**config.mk**
```make
export PLATFORM = sky130hd
export DESIGN_NAME = pfs_pad_function_select
export DESIGN_NICKNAME = d
export VERILOG_FILES = /design/src/pfs_pkg.sv /design/src/pfs_pad_function_select.sv
export SDC_FILE = /design/constraint.sdc
export NUM_CORES = 1
export LEC_CHECK = 0
export ABC_AREA = 0
export BUFFER_PORTS_ARGS = -buffer_cell sky130_fd_sc_hd__clkbuf_2
export CORE_UTILIZATION = 35
export DETAILED_ROUTE_END_ITERATION = 10
export MAX_ROUTING_LAYER = met4
export PLACE_DENSITY_LB_ADDON = 0.12
export SLEW_MARGIN = 15
export SYNTH_ARGS = -nofsm -noshare
export SYNTH_HDL_FRONTEND = slang
export SYNTH_SLANG_ARGS = --single-unit
```
**constraint.sdc**
```tcl
create_clock -name pclk -period 3.55 [get_ports pclk]
set_clock_uncertainty 0.15 [all_clocks]
set_input_delay 1.065 -clock pclk [delete_from_list [all_inputs] [get_ports pclk]]
set_output_delay 1.065 -clock pclk [all_outputs]
set_load 0.005 [all_outputs]
```
**src/pfs_pkg.sv**
```systemverilog
// Constants, function codes and carrier types for the pad function select block.
package pfs_pkg;

	localparam int PFS_NPIN = 6;
	localparam int PFS_FW = 4;

	// Pin indices inside the block.
	localparam int PFS_P0_0 = 0;
	localparam int PFS_P0_2 = 1;
	localparam int PFS_P0_9 = 2;
	localparam int PFS_P0_11 = 3;
	localparam int PFS_P1_8 = 4;
	localparam int PFS_P1_9 = 5;

	// Function codes held in each pin's select field.
	localparam logic [3:0] PFS_FN_GPIO = 4'h0;
	localparam logic [3:0] PFS_FN_RESET = 4'h1;
	localparam logic [3:0] PFS_FN_SWDAT = 4'h2;
	localparam logic [3:0] PFS_FN_SWCLK = 4'h3;
	localparam logic [3:0] PFS_FN_UART = 4'h4;
	localparam logic [3:0] PFS_FN_SPI_DATA = 4'h5;
	localparam logic [3:0] PFS_FN_SPI_CLK = 4'h6;
	localparam logic [3:0] PFS_FN_I2C_SDA = 4'h7;
	localparam logic [3:0] PFS_FN_TIMER1_CHANNEL1 = 4'h8;
	localparam logic [3:0] PFS_FN_BREAK0 = 4'h9;
	localparam logic [3:0] PFS_FN_CH0_LOW = 4'hA;
	localparam logic [3:0] PFS_FN_CH3_LOW = 4'hB;
	localparam logic [3:0] PFS_FN_ANALOG = 4'hC;
	localparam logic [3:0] PFS_FN_CLKOUT = 4'hD;

	// One bit per function code that the pin can carry.
	localparam logic [15:0] PFS_LEGAL [PFS_NPIN] = '{16'h1211, 16'h0023, 16'h20B1, 16'h0541, 16'h0009, 16'h1995};

	// Pins fitted with a pull-up resistor, and their interrupt and wake-up numbers.
	localparam logic [5:0] PFS_PU_MASK = 6'h36;
	localparam logic [5:0] PFS_IRQ_MASK = 6'h27;
	localparam logic [3:0] PFS_IRQ_NUM [PFS_NPIN] = '{4'h0, 4'h1, 4'h7, 4'h0, 4'h0, 4'hF};
	localparam logic [2:0] PFS_WAKE_NUM [PFS_NPIN] = '{3'h0, 3'h1, 3'h3, 3'h0, 3'h0, 3'h7};

	// Register byte offsets.
	localparam logic [7:0] PFS_OFS_FUNC = 8'h00;
	localparam logic [7:0] PFS_OFS_IE = 8'h04;
	localparam logic [7:0] PFS_OFS_OE = 8'h08;
	localparam logic [7:0] PFS_OFS_PULL = 8'h0C;
	localparam logic [7:0] PFS_OFS_DOUT = 8'h10;
	localparam logic [7:0] PFS_OFS_DIN = 8'h14;
	localparam logic [7:0] PFS_OFS_PULLST = 8'h18;

	// Values after reset.
	localparam logic [23:0] PFS_RST_FUNC = 24'h230010;
	localparam logic [5:0] PFS_RST_IE = 6'h32;
	localparam logic [5:0] PFS_RST_OE = 6'h00;
	localparam logic [5:0] PFS_RST_PULL = 6'h00;
	localparam logic [5:0] PFS_RST_DOUT = 6'h00;
	// Pull-ups that the reset, debug clock and debug data functions force on after reset.
	localparam logic [5:0] PFS_RST_PU = 6'h32;

	typedef struct packed {
		logic uart_tx;
		logic spi_dout;
		logic spi_sclk;
		logic i2c_sda_out;
		logic timer1_channel1_out;
		logic motor_ch0_low_side;
		logic motor_ch3_low_side;
		logic clk_debug;
		logic swd_dout;
		logic swd_doe;
	} pfs_periph_out_type;

	typedef struct packed {
		logic uart_rx;
		logic serial_in_line;
		logic i2c_sda_in;
		logic timer1_channel1_in;
		logic motor_break_input0;
		logic swd_din;
		logic swd_clk;
		logic chip_reset_pin_n;
		logic converter_channel10;
		logic converter_channel9;
	} pfs_periph_in_type;

endpackage

```
**src/pfs_pad_function_select.sv**
```systemverilog
// Pad function multiplexer with pull-up control and an APB register file.
//
// Functional notes
// - UART pin: input enable receives, output transmits
// - SPI data pin: input enable in, output out
// - Both enables: pad output loops into input
// - Port 0 pin 2 is reset after reset
// - Reset pin pull-up forced while reset function
// - Debug pin pull-ups forced while debug function
// - Other pull-up pins: independent software bit
// - P0.0: break, UART, ADC10, irq0, wake0
// - P1.9: debug, ch3 low, UART, I2C, timer, ADC9
// - P0.11: ch0 low, SPI clock, timer, GPIO
`timescale 1ns/1ps
module pfs_pad_function_select
	import pfs_pkg::*;
(
	input wire logic pclk,
	input wire logic presetn,
	input wire logic psel,
	input wire logic penable,
	input wire logic pwrite,
	input wire logic [7:0] paddr,
	input wire logic [31:0] pwdata,
	output logic [31:0] prdata,
	output logic pready,
	output logic pslverr,
	input wire pfs_pkg::pfs_periph_out_type periph_out,
	output pfs_pkg::pfs_periph_in_type periph_in,
	output logic [15:0] external_irq_line,
	output logic [7:0] wake_source,
	input wire logic [5:0] pad_data_in,
	output logic [5:0] pad_data_out,
	output logic [5:0] pad_output_enable,
	output logic [5:0] pad_input_enable,
	output logic [5:0] weak_high_resistor
);
	import pfs_pkg::*;

	logic [23:0] func_q;
	logic [5:0] ie_q;
	logic [5:0] oe_q;
	logic [5:0] pull_q;
	logic [5:0] dout_q;
	logic [5:0] sync1_q;
	logic [5:0] sync2_q;
	logic [5:0] pad_dout_d;
	logic [5:0] pad_oe_d;
	logic [5:0] pad_ie_d;
	logic [5:0] pull_d;
	logic [5:0] pin_in;
	logic [3:0] fn [PFS_NPIN];
	logic [23:0] func_d;
	logic wr_en;
	logic rd_en;
	logic hit;
	logic first_q;

	always_comb
	begin
		for (int i = 0; i < PFS_NPIN; i++)
		begin
			fn[i] = func_q[i*PFS_FW +: PFS_FW];
		end
	end

	assign wr_en = psel && penable && pwrite;
	assign rd_en = psel && penable && !pwrite;
	assign pready = 1'b1;

	always_comb
	begin
		case (paddr)
			PFS_OFS_FUNC, PFS_OFS_IE, PFS_OFS_OE, PFS_OFS_PULL, PFS_OFS_DOUT, PFS_OFS_DIN, PFS_OFS_PULLST:
				hit = 1'b1;
			default:
				hit = 1'b0;
		endcase
	end

	assign pslverr = psel && penable && !hit;

	// A code the pin cannot carry leaves that pin's field unchanged.
	always_comb
	begin
		func_d = func_q;
		for (int i = 0; i < PFS_NPIN; i++)
		begin
			if (PFS_LEGAL[i][pwdata[i*PFS_FW +: PFS_FW]])
			begin
				func_d[i*PFS_FW +: PFS_FW] = pwdata[i*PFS_FW +: PFS_FW];
			end
		end
	end

	always_ff @(posedge pclk or negedge presetn)
	begin
		if (!presetn)
		begin
			func_q <= PFS_RST_FUNC;
		end
		else if (wr_en && paddr == PFS_OFS_FUNC)
		begin
			func_q <= func_d;
		end
	end

	always_ff @(posedge pclk or negedge presetn)
	begin
		if (!presetn)
		begin
			ie_q <= PFS_RST_IE;
			oe_q <= PFS_RST_OE;
			pull_q <= PFS_RST_PULL;
			dout_q <= PFS_RST_DOUT;
		end
		else if (wr_en)
		begin
			case (paddr)
				PFS_OFS_IE: ie_q <= pwdata[5:0];
				PFS_OFS_OE: oe_q <= pwdata[5:0];
				PFS_OFS_PULL: pull_q <= pwdata[5:0] & PFS_PU_MASK;
				PFS_OFS_DOUT: dout_q <= pwdata[5:0];
				default: ;
			endcase
		end
	end

	always_comb
	begin
		prdata = 32'h0000_0000;
		if (rd_en)
		begin
			case (paddr)
				PFS_OFS_FUNC: prdata = {8'h00, func_q};
				PFS_OFS_IE: prdata = {26'h0, ie_q};
				PFS_OFS_OE: prdata = {26'h0, oe_q};
				PFS_OFS_PULL: prdata = {26'h0, pull_q};
				PFS_OFS_DOUT: prdata = {26'h0, dout_q};
				PFS_OFS_DIN: prdata = {26'h0, pin_in};
				PFS_OFS_PULLST: prdata = {26'h0, weak_high_resistor};
				default: prdata = 32'h0000_0000;
			endcase
		end
	end

	// Stages start at the pull-up level, so the reset pin shows no false low after reset.
	always_ff @(posedge pclk or negedge presetn)
	begin
		if (!presetn)
		begin
			sync1_q <= PFS_RST_PU;
			sync2_q <= PFS_RST_PU;
		end
		else
		begin
			sync1_q <= pad_data_in;
			sync2_q <= sync1_q;
		end
	end

	// Drive, direction and pull for each pin from its selected function.
	always_comb
	begin
		for (int i = 0; i < PFS_NPIN; i++)
		begin
			pad_dout_d[i] = dout_q[i];
			pad_oe_d[i] = oe_q[i];
			pad_ie_d[i] = ie_q[i];
			pull_d[i] = pull_q[i];
			case (fn[i])
				PFS_FN_UART: pad_dout_d[i] = periph_out.uart_tx;
				PFS_FN_SPI_DATA: pad_dout_d[i] = periph_out.spi_dout;
				PFS_FN_SPI_CLK: pad_dout_d[i] = periph_out.spi_sclk;
				PFS_FN_TIMER1_CHANNEL1: pad_dout_d[i] = periph_out.timer1_channel1_out;
				PFS_FN_CH0_LOW: pad_dout_d[i] = periph_out.motor_ch0_low_side;
				PFS_FN_CH3_LOW: pad_dout_d[i] = periph_out.motor_ch3_low_side;
				PFS_FN_CLKOUT: pad_dout_d[i] = periph_out.clk_debug;
				PFS_FN_I2C_SDA:
				begin
					// Open drain: only a low is driven.
					pad_dout_d[i] = 1'b0;
					pad_oe_d[i] = oe_q[i] && !periph_out.i2c_sda_out;
				end
				PFS_FN_SWDAT:
				begin
					pad_dout_d[i] = periph_out.swd_dout;
					pad_oe_d[i] = periph_out.swd_doe;
					pad_ie_d[i] = 1'b1;
					pull_d[i] = 1'b1;
				end
				PFS_FN_SWCLK, PFS_FN_RESET:
				begin
					pad_oe_d[i] = 1'b0;
					pad_ie_d[i] = 1'b1;
					pull_d[i] = 1'b1;
				end
				PFS_FN_BREAK0: pad_oe_d[i] = 1'b0;
				PFS_FN_ANALOG:
				begin
					// The analog switch must not see the digital buffers.
					pad_oe_d[i] = 1'b0;
					pad_ie_d[i] = 1'b0;
				end
				default: ;
			endcase
			pull_d[i] = pull_d[i] && PFS_PU_MASK[i];
		end
	end

	always_ff @(posedge pclk or negedge presetn)
	begin
		if (!presetn)
		begin
			pad_data_out <= PFS_RST_DOUT;
			pad_output_enable <= PFS_RST_OE;
			pad_input_enable <= PFS_RST_IE;
			weak_high_resistor <= PFS_RST_PU;
		end
		else
		begin
			pad_data_out <= pad_dout_d;
			pad_output_enable <= pad_oe_d;
			pad_input_enable <= pad_ie_d;
			weak_high_resistor <= pull_d;
		end
	end

	// With both enables set the receiver sees the pad's own driven value.
	always_comb
	begin
		for (int i = 0; i < PFS_NPIN; i++)
		begin
			pin_in[i] = pad_input_enable[i] && (pad_output_enable[i] ? pad_data_out[i] : sync2_q[i]);
		end
	end

	// Inputs to the peripherals; an unselected input rests at its idle level.
	always_comb
	begin
		periph_in = '0;
		periph_in.uart_rx = 1'b1;
		periph_in.swd_din = 1'b1;
		periph_in.chip_reset_pin_n = 1'b1;
		periph_in.converter_channel10 = fn[PFS_P0_0] == PFS_FN_ANALOG;
		periph_in.converter_channel9 = fn[PFS_P1_9] == PFS_FN_ANALOG;
		for (int i = 0; i < PFS_NPIN; i++)
		begin
			if (ie_q[i] || fn[i] == PFS_FN_RESET || fn[i] == PFS_FN_SWDAT || fn[i] == PFS_FN_SWCLK)
			begin
				case (fn[i])
					PFS_FN_UART: periph_in.uart_rx = pin_in[i];
					PFS_FN_SPI_DATA: periph_in.serial_in_line = pin_in[i];
					PFS_FN_I2C_SDA: periph_in.i2c_sda_in = pin_in[i];
					PFS_FN_TIMER1_CHANNEL1: periph_in.timer1_channel1_in = pin_in[i];
					PFS_FN_BREAK0: periph_in.motor_break_input0 = pin_in[i];
					PFS_FN_SWDAT: periph_in.swd_din = pin_in[i];
					PFS_FN_SWCLK: periph_in.swd_clk = pin_in[i];
					PFS_FN_RESET: periph_in.chip_reset_pin_n = pin_in[i];
					default: ;
				endcase
			end
		end
	end

	always_comb
	begin
		external_irq_line = 16'h0000;
		wake_source = 8'h00;
		for (int i = 0; i < PFS_NPIN; i++)
		begin
			if (PFS_IRQ_MASK[i] && fn[i] == PFS_FN_GPIO)
			begin
				external_irq_line[PFS_IRQ_NUM[i]] = pin_in[i];
				wake_source[PFS_WAKE_NUM[i]] = pin_in[i];
			end
		end
	end

	always_ff @(posedge pclk or negedge presetn)
	begin
		if (!presetn)
		begin
			first_q <= 1'b1;
		end
		else
		begin
			first_q <= 1'b0;
		end
	end

	AST_UART_TX: assert property (@(posedge pclk) disable iff (!presetn)
		(fn[PFS_P0_0] == PFS_FN_UART && oe_q[PFS_P0_0])
		|=> (pad_data_out[PFS_P0_0] == $past(periph_out.uart_tx) && pad_output_enable[PFS_P0_0]))
		else $error("UART transmit not on pad");

	AST_SPI_IN: assert property (@(posedge pclk) disable iff (!presetn)
		(fn[PFS_P0_2] == PFS_FN_SPI_DATA && pad_input_enable[PFS_P0_2] && !pad_output_enable[PFS_P0_2]
		&& fn[PFS_P0_9] != PFS_FN_SPI_DATA && ie_q[PFS_P0_2])
		|-> periph_in.serial_in_line == sync2_q[PFS_P0_2])
		else $error("Serial data in not from pad");

	AST_LOOPBACK: assert property (@(posedge pclk) disable iff (!presetn)
		(pad_input_enable[PFS_P0_9] && pad_output_enable[PFS_P0_9])
		|-> pin_in[PFS_P0_9] == pad_data_out[PFS_P0_9])
		else $error("Loopback missing");

	AST_RESET_DEFAULT: assert property (@(posedge pclk) disable iff (!presetn)
		first_q |-> (fn[PFS_P0_2] == PFS_FN_RESET && periph_in.chip_reset_pin_n == pin_in[PFS_P0_2]))
		else $error("Reset pin not reset function after reset");

	AST_RESET_PULL: assert property (@(posedge pclk) disable iff (!presetn)
		(fn[PFS_P0_2] == PFS_FN_RESET) [*2] |-> weak_high_resistor[PFS_P0_2])
		else $error("Reset pin pull-up off");

	AST_SWD_PULL: assert property (@(posedge pclk) disable iff (!presetn)
		(fn[PFS_P1_9] == PFS_FN_SWDAT && fn[PFS_P1_8] == PFS_FN_SWCLK)
		|=> (weak_high_resistor[PFS_P1_9] && weak_high_resistor[PFS_P1_8]))
		else $error("Debug pull-up off");

	AST_SW_PULL: assert property (@(posedge pclk) disable iff (!presetn)
		(fn[PFS_P0_9] == PFS_FN_GPIO) |=> weak_high_resistor[PFS_P0_9] == $past(pull_q[PFS_P0_9]))
		else $error("Pull-up does not follow control bit");

	AST_BREAK: assert property (@(posedge pclk) disable iff (!presetn)
		(fn[PFS_P0_0] == PFS_FN_BREAK0 && ie_q[PFS_P0_0] && pad_input_enable[PFS_P0_0])
		|-> periph_in.motor_break_input0 == pin_in[PFS_P0_0])
		else $error("Break input not routed");

	AST_CH3_LOW: assert property (@(posedge pclk) disable iff (!presetn)
		(fn[PFS_P1_9] == PFS_FN_CH3_LOW) |=> pad_data_out[PFS_P1_9] == $past(periph_out.motor_ch3_low_side))
		else $error("Channel 3 low side not routed");

	AST_SPI_CLK: assert property (@(posedge pclk) disable iff (!presetn)
		(fn[PFS_P0_11] == PFS_FN_SPI_CLK) |=> pad_data_out[PFS_P0_11] == $past(periph_out.spi_sclk))
		else $error("Serial clock not routed");

	AST_OE_GATE: assert property (@(posedge pclk) disable iff (!presetn)
		(!oe_q[PFS_P0_11]) |=> !pad_output_enable[PFS_P0_11])
		else $error("Pad driven without output enable");

	AST_IRQ: assert property (@(posedge pclk) disable iff (!presetn)
		(fn[PFS_P0_0] == PFS_FN_GPIO && !pad_output_enable[PFS_P0_0] && pad_input_enable[PFS_P0_0])
		|-> (external_irq_line[0] == sync2_q[PFS_P0_0] && wake_source[0] == sync2_q[PFS_P0_0]))
		else $error("Interrupt line not following pad");

endmodule

```
### After elaboration in Yosys (flattened, before gate mapping)

Memory sizes are Yosys's and may differ from the RTL's.
Index checks and enable logic that the tools add are counted.
Widths: inputs -> output; s select.

* reduce and logical (&&, ||, !) cells: 66
* order comparisons: 6
* equal/unequal tests: 84
* mux-type cells: 95

Operators by type and width (count)
* $pmux 24 s7: 1
* $eq 4x4->1 const B: 36
* $eq 4x3->1 const B: 24
* $mux 1: 69
* $pmux 1 s9: 6
* $eq 4x2->1 const B: 12
* $mux 8: 6
* $lt 4x5->1 const B: 6
* $eq 4x1->1 const B: 6
* $eq 8x5->1 const B: 3
* $mux 24: 1
* $reduce_or 4->1: 6
* $reduce_and 2->1: 10
* $logic_or 1x1->1: 18
* $pmux 1 s3: 6
* $reduce_or 3->1: 6
* $logic_and 1x1->1: 17
* $eq 8x4->1 const B: 2
* $logic_not 4->1: 4
* $pmux 1 s2: 6
* $eq 8x3->1 const B: 1
* $logic_not 8->1: 1
* $reduce_or 7->1: 1
* $logic_not 1->1: 3

* bits of input ports: 61
* logic and storage cells: 273
* output and inout bits: 92
* memories: 6
* flip-flop bits (word level): 80
* ROM bits: 96

Memory list
* (no name shown): depth 16, bits a word 1, read ports 1, clocked after memory_dff 0, wr ports 0, line pfs_pad_function_select.sv:89 `if (PFS_LEGAL[i][pwdata[i*PFS_FW +: PFS_FW]])`
* (no name shown): depth 16, bits a word 1, read ports 1, clocked after memory_dff 0, wr ports 0, line pfs_pad_function_select.sv:89
* (no name shown): depth 16, bits a word 1, read ports 1, clocked after memory_dff 0, wr ports 0, line pfs_pad_function_select.sv:89
* (no name shown): depth 16, bits a word 1, read ports 1, clocked after memory_dff 0, wr ports 0, line pfs_pad_function_select.sv:89
* (no name shown): depth 16, bits a word 1, read ports 1, clocked after memory_dff 0, wr ports 0, line pfs_pad_function_select.sv:89
* (no name shown): depth 16, bits a word 1, read ports 1, clocked after memory_dff 0, wr ports 0, line pfs_pad_function_select.sv:89

### Depth between registers and ports, before layout

Gate-level depths: netlist (run 1).

* depth after elaboration: 15
* mapped depth: 7
* gate-level depth less buffers: 6

### Least setup slack after synthesis (run 1)

No wires, ideal clock.

* path kind: input to output
* start point: input port paddr[2]
* end point: output port prdata[10]
* arrival time: 2.278 ns
* path slack: 0.057 ns
* path buffers: 2
* stages on the path: 6
* data required time: 2.335 ns
* cell sequence: buf_2 nor2_2 nand4_4 nor3_1 clkbuf_1 and2_1

* cells in the longest elaborated chain, start to end: 3
* elaborated cells between the ends (all ways): 9
* classes of those cells: eq/ne: 6; mux: 2; reduce/logical: 1

Ends and longest elaborated chain
* from (decl): line pfs_pad_function_select.sv:23 `input wire logic [7:0] paddr,`
* $eq 8x5->1, or another cell as far along: line pfs_pad_function_select.sv:134 `case (paddr)`
* $pmux 24 s7 (*): line pfs_pad_function_select.sv:134
* $mux 24 (*): line pfs_pad_function_select.sv:132 `if (rd_en)`
* to (decl): line pfs_pad_function_select.sv:25 `output logic [31:0] prdata,`

Mark *: on every way between the ends. The rest lies on a longest branch, timed or not.

### Final worst setup path (run 1)

* start point: input port paddr[7]
* end point: output port prdata[2]

Same word-level chain as after synthesis.

==> results.rst, run 1 <==
.. list-table::
   :header-rows: 1

   * - Metric
     - Value
   * - Number of placed instances with taps included
     - 1046
   * - DR WL met3
     - 1330 um
   * - DR DRC count
     - 0
   * - Setup Crit Path Kind
     - in -> out
   * - Most frequently used cell type in the post-synthesis netlist
     - sky130_fd_sc_hd__nand2_1
   * - Final antenna-violating net count
     - 0
   * - Worst Hold Class
     - reg -> reg
   * - Post-Syn Area per Cell
     - 8.42 um2
   * - Number of nets in the layout
     - 901
   * - Largest cells by area after synthesis
     - sky130_fd_sc_hd__dfrtp_1, sky130_fd_sc_hd__dfstp_2, sky130_fd_sc_hd__mux2_2, sky130_fd_sc_hd__nand2_1, sky130_fd_sc_hd__buf_4
   * - Startpoint of the worst register-to-register path
     - func_q[16]
   * - Initial antenna violation count
     - 0
   * - I/O pin cnt
     - 153
   * - Crit path max fanout
     - 3
   * - Flop2flop setup slack
     - 1.49 ns
   * - Final Cycle Share
     - 100%
   * - Number of cells traversed by the worst register-to-register path
     - 5
   * - Initial DRT Pass Iterations
     - 5
   * - CTS HTree Levels
     - 3
   * - Clock Latency Late Sink
     - 0.35 ns
   * - Initial core utilization
     - 36.2%
   * - Synthesized instance count
     - 718
   * - Clock period minus final worst setup slack
     - 3.56 ns
   * - Status
     - finished, violations left
   * - Routed vias
     - 6147
   * - Timing-limited maximum frequency
     - 0.281 GHz
   * - Worst Path Required
     - 2.33 ns
   * - Total buffers and inverters traversed by the critical path
     - 3
   * - Post-synth EDFFs
     - 0
   * - Placeable core region
     - 16700 um2
   * - Number of endpoints failing setup at the final stage
     - 2
   * - Num CTS Buffers
     - 9
   * - Worst-case setup margin in the final layout
     - -0.0142 ns
   * - Number of global-route vias before repair
     - 5833
   * - Crit. Startpoint
     - paddr[7]
   * - Slew margin rel.
     - 52.5%
   * - Highest Signal Layer
     - met4
   * - Number of rows in the core area
     - 47
   * - Slowest stage cell on the critical path
     - sky130_fd_sc_hd__or4_4
   * - Die Width
     - 133 um
   * - Number of maximum-capacitance violations
     - 0
   * - Maximum root-to-sink buffer count
     - 2
   * - Number of different library cells in the post-synthesis netlist
     - 73
   * - Post-synth top flop
     - sky130_fd_sc_hd__dfrtp_1
   * - Routed length per instance
     - 20.3 um
   * - FF+latch count, synth
     - 80
   * - Power per standard cell area
     - 288 nW/um2
   * - Avg Vias per Cell
     - 5.78
   * - Pins Over Slew Limit
     - 0
   * - Area of the die
     - 17800 um2
   * - Port Buffer Count
     - 117
   * - Share of layout cells above drive strength 1
     - 33.3%
   * - Share of synthesized registers carrying an async set or reset
     - 100%
   * - Routability congestion estimate from global placement
     - 0.914
   * - Crit path max-delay family
     - simple AND/OR/NAND/NOR gates
   * - Clock tree from TritonCTS
     - yes
   * - Final Hold Vio Count
     - 0
   * - Largest vdd supply drop
     - 0.000213 V
   * - List of most frequent post-synthesis cells
     - sky130_fd_sc_hd__nand2_1, sky130_fd_sc_hd__dfrtp_1, sky130_fd_sc_hd__nor2_1
   * - Total Power
     - 0.00218 W
   * - Routed WL
     - 21600 um
   * - DIE HEIGHT
     - 133 um
   * - CP endpoint
     - prdata[2]
   * - Library cell with the largest summed area after synthesis
     - sky130_fd_sc_hd__dfrtp_1
   * - Clock-pin slew of the registers on the worst-case setup and hold paths
     - 0.06 ns
   * - Overflow left after global routing
     - 0
   * - Violations in the final reports
     - negative setup slack
   * - Setup repair after global routing missed its margin
     - true
   * - Mapped cell area
     - 6040 um2
   * - CP cell instances
     - buf_8 -> or4_4 -> nor2_4 -> buf_6 -> nand3_2 -> a21oi_2 -> clkbuf_2
   * - Count of inserted antenna diode cells
     - 0
   * - Post-Layout Cell Count
     - 1064
   * - Type of origin of the critical path
     - primary input
   * - Endpoint arrival time on the critical path
     - 2.35 ns
   * - Maximum number of pins on one net before global-route repair
     - 51
   * - Root Driver
     - sky130_fd_sc_hd__clkbuf_16
   * - Critical Path Sink Type
     - output port
   * - Sink Count
     - 80
   * - Leakage power figure
     - 3.30 nW
   * - Number of DRC markers after the initial detailed-route iteration
     - 566
   * - R2r endpoint
     - pad_data_out[4]
   * - CP max stage delay
     - 0.57 ns
   * - Post-detail-place hpwl
     - 16600 um
   * - Path length in cells of the critical path
     - 7
   * - Overall fraction of global-route tracks in use
     - 25.4%
   * - Post-synth top area share
     - 25.3%
   * - Sum of met2 wire segment lengths after detailed routing
     - 10000 um
   * - Detailed-routing wirelength on met1
     - 9650 um
   * - Share of synthesized area occupied by flip-flops and latches
     - 33.5%
   * - First-pass GRT wire length
     - 33200 um
   * - Worst-Margin Slew
     - 0.707 ns
   * - Number of warnings printed during yosys synthesis
     - 0
   * - Layout overhead on the synthesized area
     - 25.0%
sequential cells by signal, indices dropped and copies added (netlist names):
name	count
func_q	24
dout_q	6
ie_q	6
oe_q	6
pad_data_out	6
pad_input_enable	6
pad_output_enable	6
sync1_q	6
sync2_q	6
pull_q	4
weak_high_resistor	4
through the flow:
step	util, %	setup slack (ns)	TNS, ns	hold WS (ns)	instance area (um2)
2_1_floorplan	-	0.0568	0	0.181	6140
3_3_place_gp	41.6	-0.189	-1.35	0.182	6950
3_5_place_dp	41.6	-0.190	-2.12	0.186	6950
4_1_cts	44.0	-0.0414	-0.278	0.201	7350
5_1_grt	45.2	-0.101	-0.627	0.210	7550
6_report	45.2	-0.0142	-0.0199	0.198	7550
final cells by class:
type                       count  area, um2
sequential                    80       2030
clock buffer                  11        243
fill                        1664       9150
timing repair buffer         169       1080
clock inverter                 5       57.6
multi-input combinational    550       3760
tap                          220        275
inverter                      29        109
per-layer routing:
metal	vias up	track usage, %
met1	3026	33.6
met4	0	8.02
li1	2812	-
met3	36	4.49
met5	-	-
met2	273	39.4
how the worst min path moves through the flow:
stage,startpoint,endpoint,slack [ns],depth (start not counted)
finish,sync1_q[0],sync2_q[0],0.20,0
global route,sync1_q[5],sync2_q[5],0.21,0
CTS,sync1_q[0],sync2_q[0],0.20,0
detailed placement,sync1_q[0],sync2_q[0],0.19,0
global placement,sync1_q[0],sync2_q[0],0.18,0
floorplan,sync1_q[0],sync2_q[0],0.18,0
power breakdown:
part	internal (W)	total (W)	switching, W	leakage [nW]
Combinational	0.000101	0.000272	0.000172	2.18
Clock	0.000564	0.000948	0.000384	0.149
Sequential	0.000937	0.000955	0.0000176	0.969
Total	0.00160	0.00218	0.000574	3.30
cell usage in the layout (no fill, tap or decap), types with 4 or more instances in the layout:
cell type	synthesis	layout
sky130_fd_sc_hd__nor2_1	58	57
sky130_fd_sc_hd__nand3_1	29	27
sky130_fd_sc_hd__a31oi_1	17	17
sky130_fd_sc_hd__nor3_1	9	8
sky130_fd_sc_hd__a21oi_1	37	34
sky130_fd_sc_hd__o21a_1	5	5
sky130_fd_sc_hd__a32oi_1	4	4
sky130_fd_sc_hd__o2bb2ai_1	4	4
sky130_fd_sc_hd__nor2b_1	21	19
sky130_fd_sc_hd__mux4_2	4	4
sky130_fd_sc_hd__inv_1	29	29
sky130_fd_sc_hd__xnor2_1	4	4
sky130_fd_sc_hd__buf_6	0	12
sky130_fd_sc_hd__clkbuf_2	0	100
sky130_fd_sc_hd__buf_2	5	6
sky130_fd_sc_hd__nand2b_1	7	7
sky130_fd_sc_hd__o221ai_1	5	5
sky130_fd_sc_hd__buf_4	31	48
sky130_fd_sc_hd__and2_4	0	9
sky130_fd_sc_hd__dfrtp_1	61	61
sky130_fd_sc_hd__nor4b_1	10	8
sky130_fd_sc_hd__o211ai_1	4	4
sky130_fd_sc_hd__clkbuf_16	0	9
sky130_fd_sc_hd__nand3b_1	5	5
sky130_fd_sc_hd__o21ai_0	36	36
sky130_fd_sc_hd__and2_1	19	10
sky130_fd_sc_hd__dfstp_2	19	18
sky130_fd_sc_hd__nor4_2	2	4
sky130_fd_sc_hd__nor4_4	4	9
sky130_fd_sc_hd__nand2_1	69	69
sky130_fd_sc_hd__o22ai_1	12	12
sky130_fd_sc_hd__o31ai_1	10	9
sky130_fd_sc_hd__mux2i_1	20	20
sky130_fd_sc_hd__a211oi_1	6	6
sky130_fd_sc_hd__nand4_1	6	6
sky130_fd_sc_hd__nor4_1	19	12
sky130_fd_sc_hd__mux2_2	25	25
sky130_fd_sc_hd__a22oi_1	7	7
sky130_fd_sc_hd__conb_1	2	27
sky130_fd_sc_hd__and3_1	4	4
cells by family after synthesis:
family | count (synthesis) | share of synthesized area, %
other | 2 | 0.124
adder cells (fa/ha/maj) | 2 | 0.373
AND/OR/NAND/NOR | 283 | 26.1
AO/OA/AOI/OAI | 182 | 20.1
XOR/XNOR | 5 | 0.725
buffers and inverters | 113 | 9.05
multiplexers | 51 | 9.96
flip-flops | 80 | 33.5
what timing repair did:
action / 4_1_cts / 5_1_grt
pin swaps: 5 / 12
hold buffers: 0 / 0
resized for setup: 18 / 48
setup buffers: 1 / 2
setup endpoints to repair: 22 / 29
(Power assumes the default switching activity.)
==> inputs of run 2 (changes only) <==
--- a/config.mk
+++ b/config.mk
@@ -7,8 +7,10 @@
 export LEC_CHECK = 0
 export ABC_AREA = 0
 export BUFFER_PORTS_ARGS = -buffer_cell sky130_fd_sc_hd__clkbuf_2
+export CORE_ASPECT_RATIO = 0.75
 export CORE_UTILIZATION = 35
 export DETAILED_ROUTE_END_ITERATION = 10
+export GPL_TIMING_DRIVEN = 0
 export MAX_ROUTING_LAYER = met4
 export PLACE_DENSITY_LB_ADDON = 0.12
 export SLEW_MARGIN = 15
==> constraint.sdc (replaced) <==
create_clock -name pclk -period 4 [get_ports pclk]
set_clock_uncertainty 0.15 [all_clocks]
set_input_delay 1.2 -clock pclk [delete_from_list [all_inputs] [get_ports pclk]]
set_output_delay 1.2 -clock pclk [all_outputs]
set_load 0.005 [all_outputs]
==> run 2 against run 1 <==
  * The run now ends clean
  * Combinational power is 6% lower
  * Global-route usage is 0.83 points higher
  * Count of clock-buffer cells in the layout is 1 lower
  * First-iteration DRC count is 1.4% lower
  * Sequential share of layout area is 0.30 points higher
  * Core utilization is 0.92 points lower
  * Clock power is 9.5% lower
  * Power is 10% lower
  * Critical path depth stayed put
  * Routed wire length is 3.3% higher
==> results.rst, run 2 (synthesized netlist as in run 1, its figures left out) <==
.. list-table::
   :header-rows: 1

   * - Metric
     - Value
   * - Status
     - finished clean
   * - Number of global-route vias before repair
     - 5603 (-3.9%)
   * - Maximum number of pins on one net before global-route repair
     - 55 (+7.8%)
   * - Final Hold Vio Count
     - 0 (unchanged)
   * - Clock period minus final worst setup slack
     - 3.99 ns
   * - Die Width
     - 154 um (+15%)
   * - Post-Layout Cell Count
     - 1095 (+2.9%)
   * - Number of flip-flops under the largest register name
     - 24 (unchanged)
   * - Highest Signal Layer
     - met4
   * - DIE HEIGHT
     - 116 um (-13%)
   * - DR WL met3
     - 2020 um (+52%)
   * - Power per standard cell area
     - 262 nW/um2 (-8.9%)
   * - Number of nets in the layout
     - 936 (+3.9%)
   * - Final antenna-violating net count
     - 0 (unchanged)
   * - Number of maximum-capacitance violations
     - 0 (unchanged)
   * - Crit path max fanout
     - 6 (+3)
   * - Share of layout cells above drive strength 1
     - 28.8% (-4.5 points)
   * - Port Buffer Count
     - 111 (-5.1%)
   * - Leading cell types in the layout, fill and taps excluded
     - sky130_fd_sc_hd__clkbuf_2, sky130_fd_sc_hd__nand2_1, sky130_fd_sc_hd__dfrtp_1
   * - First-pass GRT wire length
     - 33500 um (+0.91%)
   * - CP max stage delay
     - 0.32 ns (-0.25 ns)
   * - Filler instances
     - 1749 (+5.1%)
   * - Flop2flop setup slack
     - 1.75 ns (+0.26 ns)
   * - Layout overhead on the synthesized area
     - 23.4%
   * - I/O pin cnt
     - 153 (unchanged)
   * - Worst Hold Class
     - reg -> reg
   * - Clock-pin slew of the registers on the worst-case setup and hold paths
     - 0.06 ns (about the same)
   * - Detailed-routing wirelength on met1
     - 10900 um (+13%)
   * - Setup repair after global routing missed its margin
     - true
   * - Routed length per instance
     - 20.3 um (+0.35%)
   * - Root Driver
     - sky130_fd_sc_hd__clkbuf_16
   * - Switching component of the power
     - 0.000525 W (-8.4%)
   * - Placeable core region
     - 16800 um2 (+0.75%)
   * - Routability congestion estimate from global placement
     - 0.939 (+2.7%)
   * - Largest Register
     - func_q
   * - Endpoint arrival time on the critical path
     - 2.64 ns (+0.29 ns)
   * - Worst hold-check slack
     - 0.197 ns (-0.00117 ns)
   * - Type of origin of the critical path
     - primary input
   * - Sum of met2 wire segment lengths after detailed routing
     - 8990 um (-11%)
   * - Overall fraction of global-route tracks in use
     - 26.2% (+0.83 points)
   * - Cell Int Power
     - 0.00143 W (-11%)
   * - Number of endpoints failing setup at the final stage
     - 0 (-2)
   * - Number of DRC markers after the initial detailed-route iteration
     - 558 (-1.4%)
   * - Num CTS Buffers
     - 9 (unchanged)
   * - Post-detail-place hpwl
     - 16800 um (+1.3%)
   * - Most Frequent Cell on Critical Path
     - sky130_fd_sc_hd__buf_4
   * - Power share of the clock group
     - 43.8% (+0.2 points)
   * - Commonest non-fill, non-tap cell in the layout
     - sky130_fd_sc_hd__clkbuf_2
   * - Clock Latency Late Sink
     - 0.35 ns (about the same)
   * - DR DRC count
     - 0 (unchanged)
   * - Relative contribution of combinational cells to total power
     - 13.0% (+0.5 points)
   * - Final Cycle Share
     - 99.8%
   * - Number of rows in the core area
     - 41 (-13%)
   * - Sequential share of power
     - 43.1% (-0.8 points)
   * - Timing-limited maximum frequency
     - 0.250 GHz
   * - Initial DRT Pass Iterations
     - 5 (unchanged)
   * - Area of the die
     - 17800 um2 (about the same)
   * - Number of placed instances with taps included
     - 1070 (+2.3%)
   * - Setup Crit Path Kind
     - in -> out
   * - Maximum root-to-sink buffer count
     - 2 (unchanged)
   * - CP cell instances
     - buf_6 -> nor4_4 -> buf_4 -> nand4_4 -> buf_4 -> nor4_2 -> clkbuf_2
   * - Clock tree from TritonCTS
     - yes
   * - CTS HTree Levels
     - 3 (unchanged)
   * - Switching share of total power
     - 26.8% (+0.48 points)
   * - Initial antenna violation count
     - 1 (+1)
   * - Pins Over Slew Limit
     - 0 (unchanged)
   * - Worst Path Required
     - 2.65 ns (+0.32 ns)
   * - Overflow left after global routing
     - 0 (unchanged)
   * - Sink Count
     - 80 (unchanged)
   * - Critical Path Sink Type
     - output port
   * - Routed WL
     - 22300 um (+3.3%)
   * - Worst-Margin Slew
     - 0.900 ns (+0.193 ns)
   * - Slew margin rel.
     - 39.5% (-13 points)
   * - Slowest stage cell on the critical path
     - sky130_fd_sc_hd__nor4_2
   * - Largest vdd supply drop
     - 0.000186 V (-13%)
   * - Initial core utilization
     - 35.9% (-0.27 points)
   * - Leakage power figure
     - 3.26 nW (-1.1%)
   * - Avg Vias per Cell
     - 5.68 (-1.6%)
   * - Final sum of negative setup slack
     - 0 ns (+0.0199 ns)
   * - Routed vias
     - 6224 (+1.3%)
==> run 2: power by group through the flow <==
stage	sequential [W]	clock, W	combinational [W]
global route	0.000845	0.000914	0.000280
finish	0.000844	0.000858	0.000255
global placement	0.000858	0	0.000241
detailed placement	0.000858	0	0.000245
floorplan	0.000854	0	0.000132
CTS	0.000844	0.000874	0.000248
==> run 2: per-stage QoR <==
stage | power (W) | cell area [um2] | setup slack [ns] | utilization (%)
floorplan | 0.000986 | 6140 | 0.237 | -
global placement | 0.00110 | 6960 | -0.552 | 41.4
detailed placement | 0.00110 | 6990 | -0.571 | 41.5
CTS | 0.00197 | 7350 | -0.00271 | 43.7
global route | 0.00204 | 7460 | -0.0807 | 44.3
finish | 0.00196 | 7460 | 0.00687 | 44.3
==> run 2: area by class of cell <==
class	instances	area (um2)	area share, %
multi-input combinational	550	3630	48.7
sequential	80	2030	27.2
timing repair buffer	120	662	8.88
buffer	84	455	6.11
tap	215	269	3.61
clock buffer	10	239	3.20
inverter	29	109	1.46
clock inverter	6	66.3	0.889
antenna	1	2.50	0.0336
==> run 2: path summary, 6_finish.rpt <==
path | startpoint | to | cells past startpoint
max | paddr[1] | prdata[12] | 7
min | sync1_q[0] | sync2_q[0] | 0
max reg2reg | func_q[6] | pad_data_out[1] | 6
min reg2reg | sync1_q[0] | sync2_q[0] | 0
max in group asynchronous | presetn | ie_q[4] | 2
min in group asynchronous | presetn | pad_output_enable[4] | 1
==> run 2: worst max-delay path: cells and delay by family <==
family	cells	cell delay, ns
buffers and inverters	4	0.67
AND/OR/NAND/NOR	3	0.76
==> run 2: timing repair <==
| item | CTS | global route |
|---|---|---|
| pin swaps | 2 | 6 |
| cloned | 0 | 1 |
| gates resized for setup | 11 | 22 |
| buffers inserted | 3 | 4 |
| setup endpoints to repair | 17 | 19 |
| hold buffers | 0 | 0 |
==> run 2: per-layer routing <==
layer	GRT usage [%]	up-vias
li1	-	2893
met1	37.8	3017
met2	35.6	286
met3	6.43	28
met4	7.80	0
met5	-	-
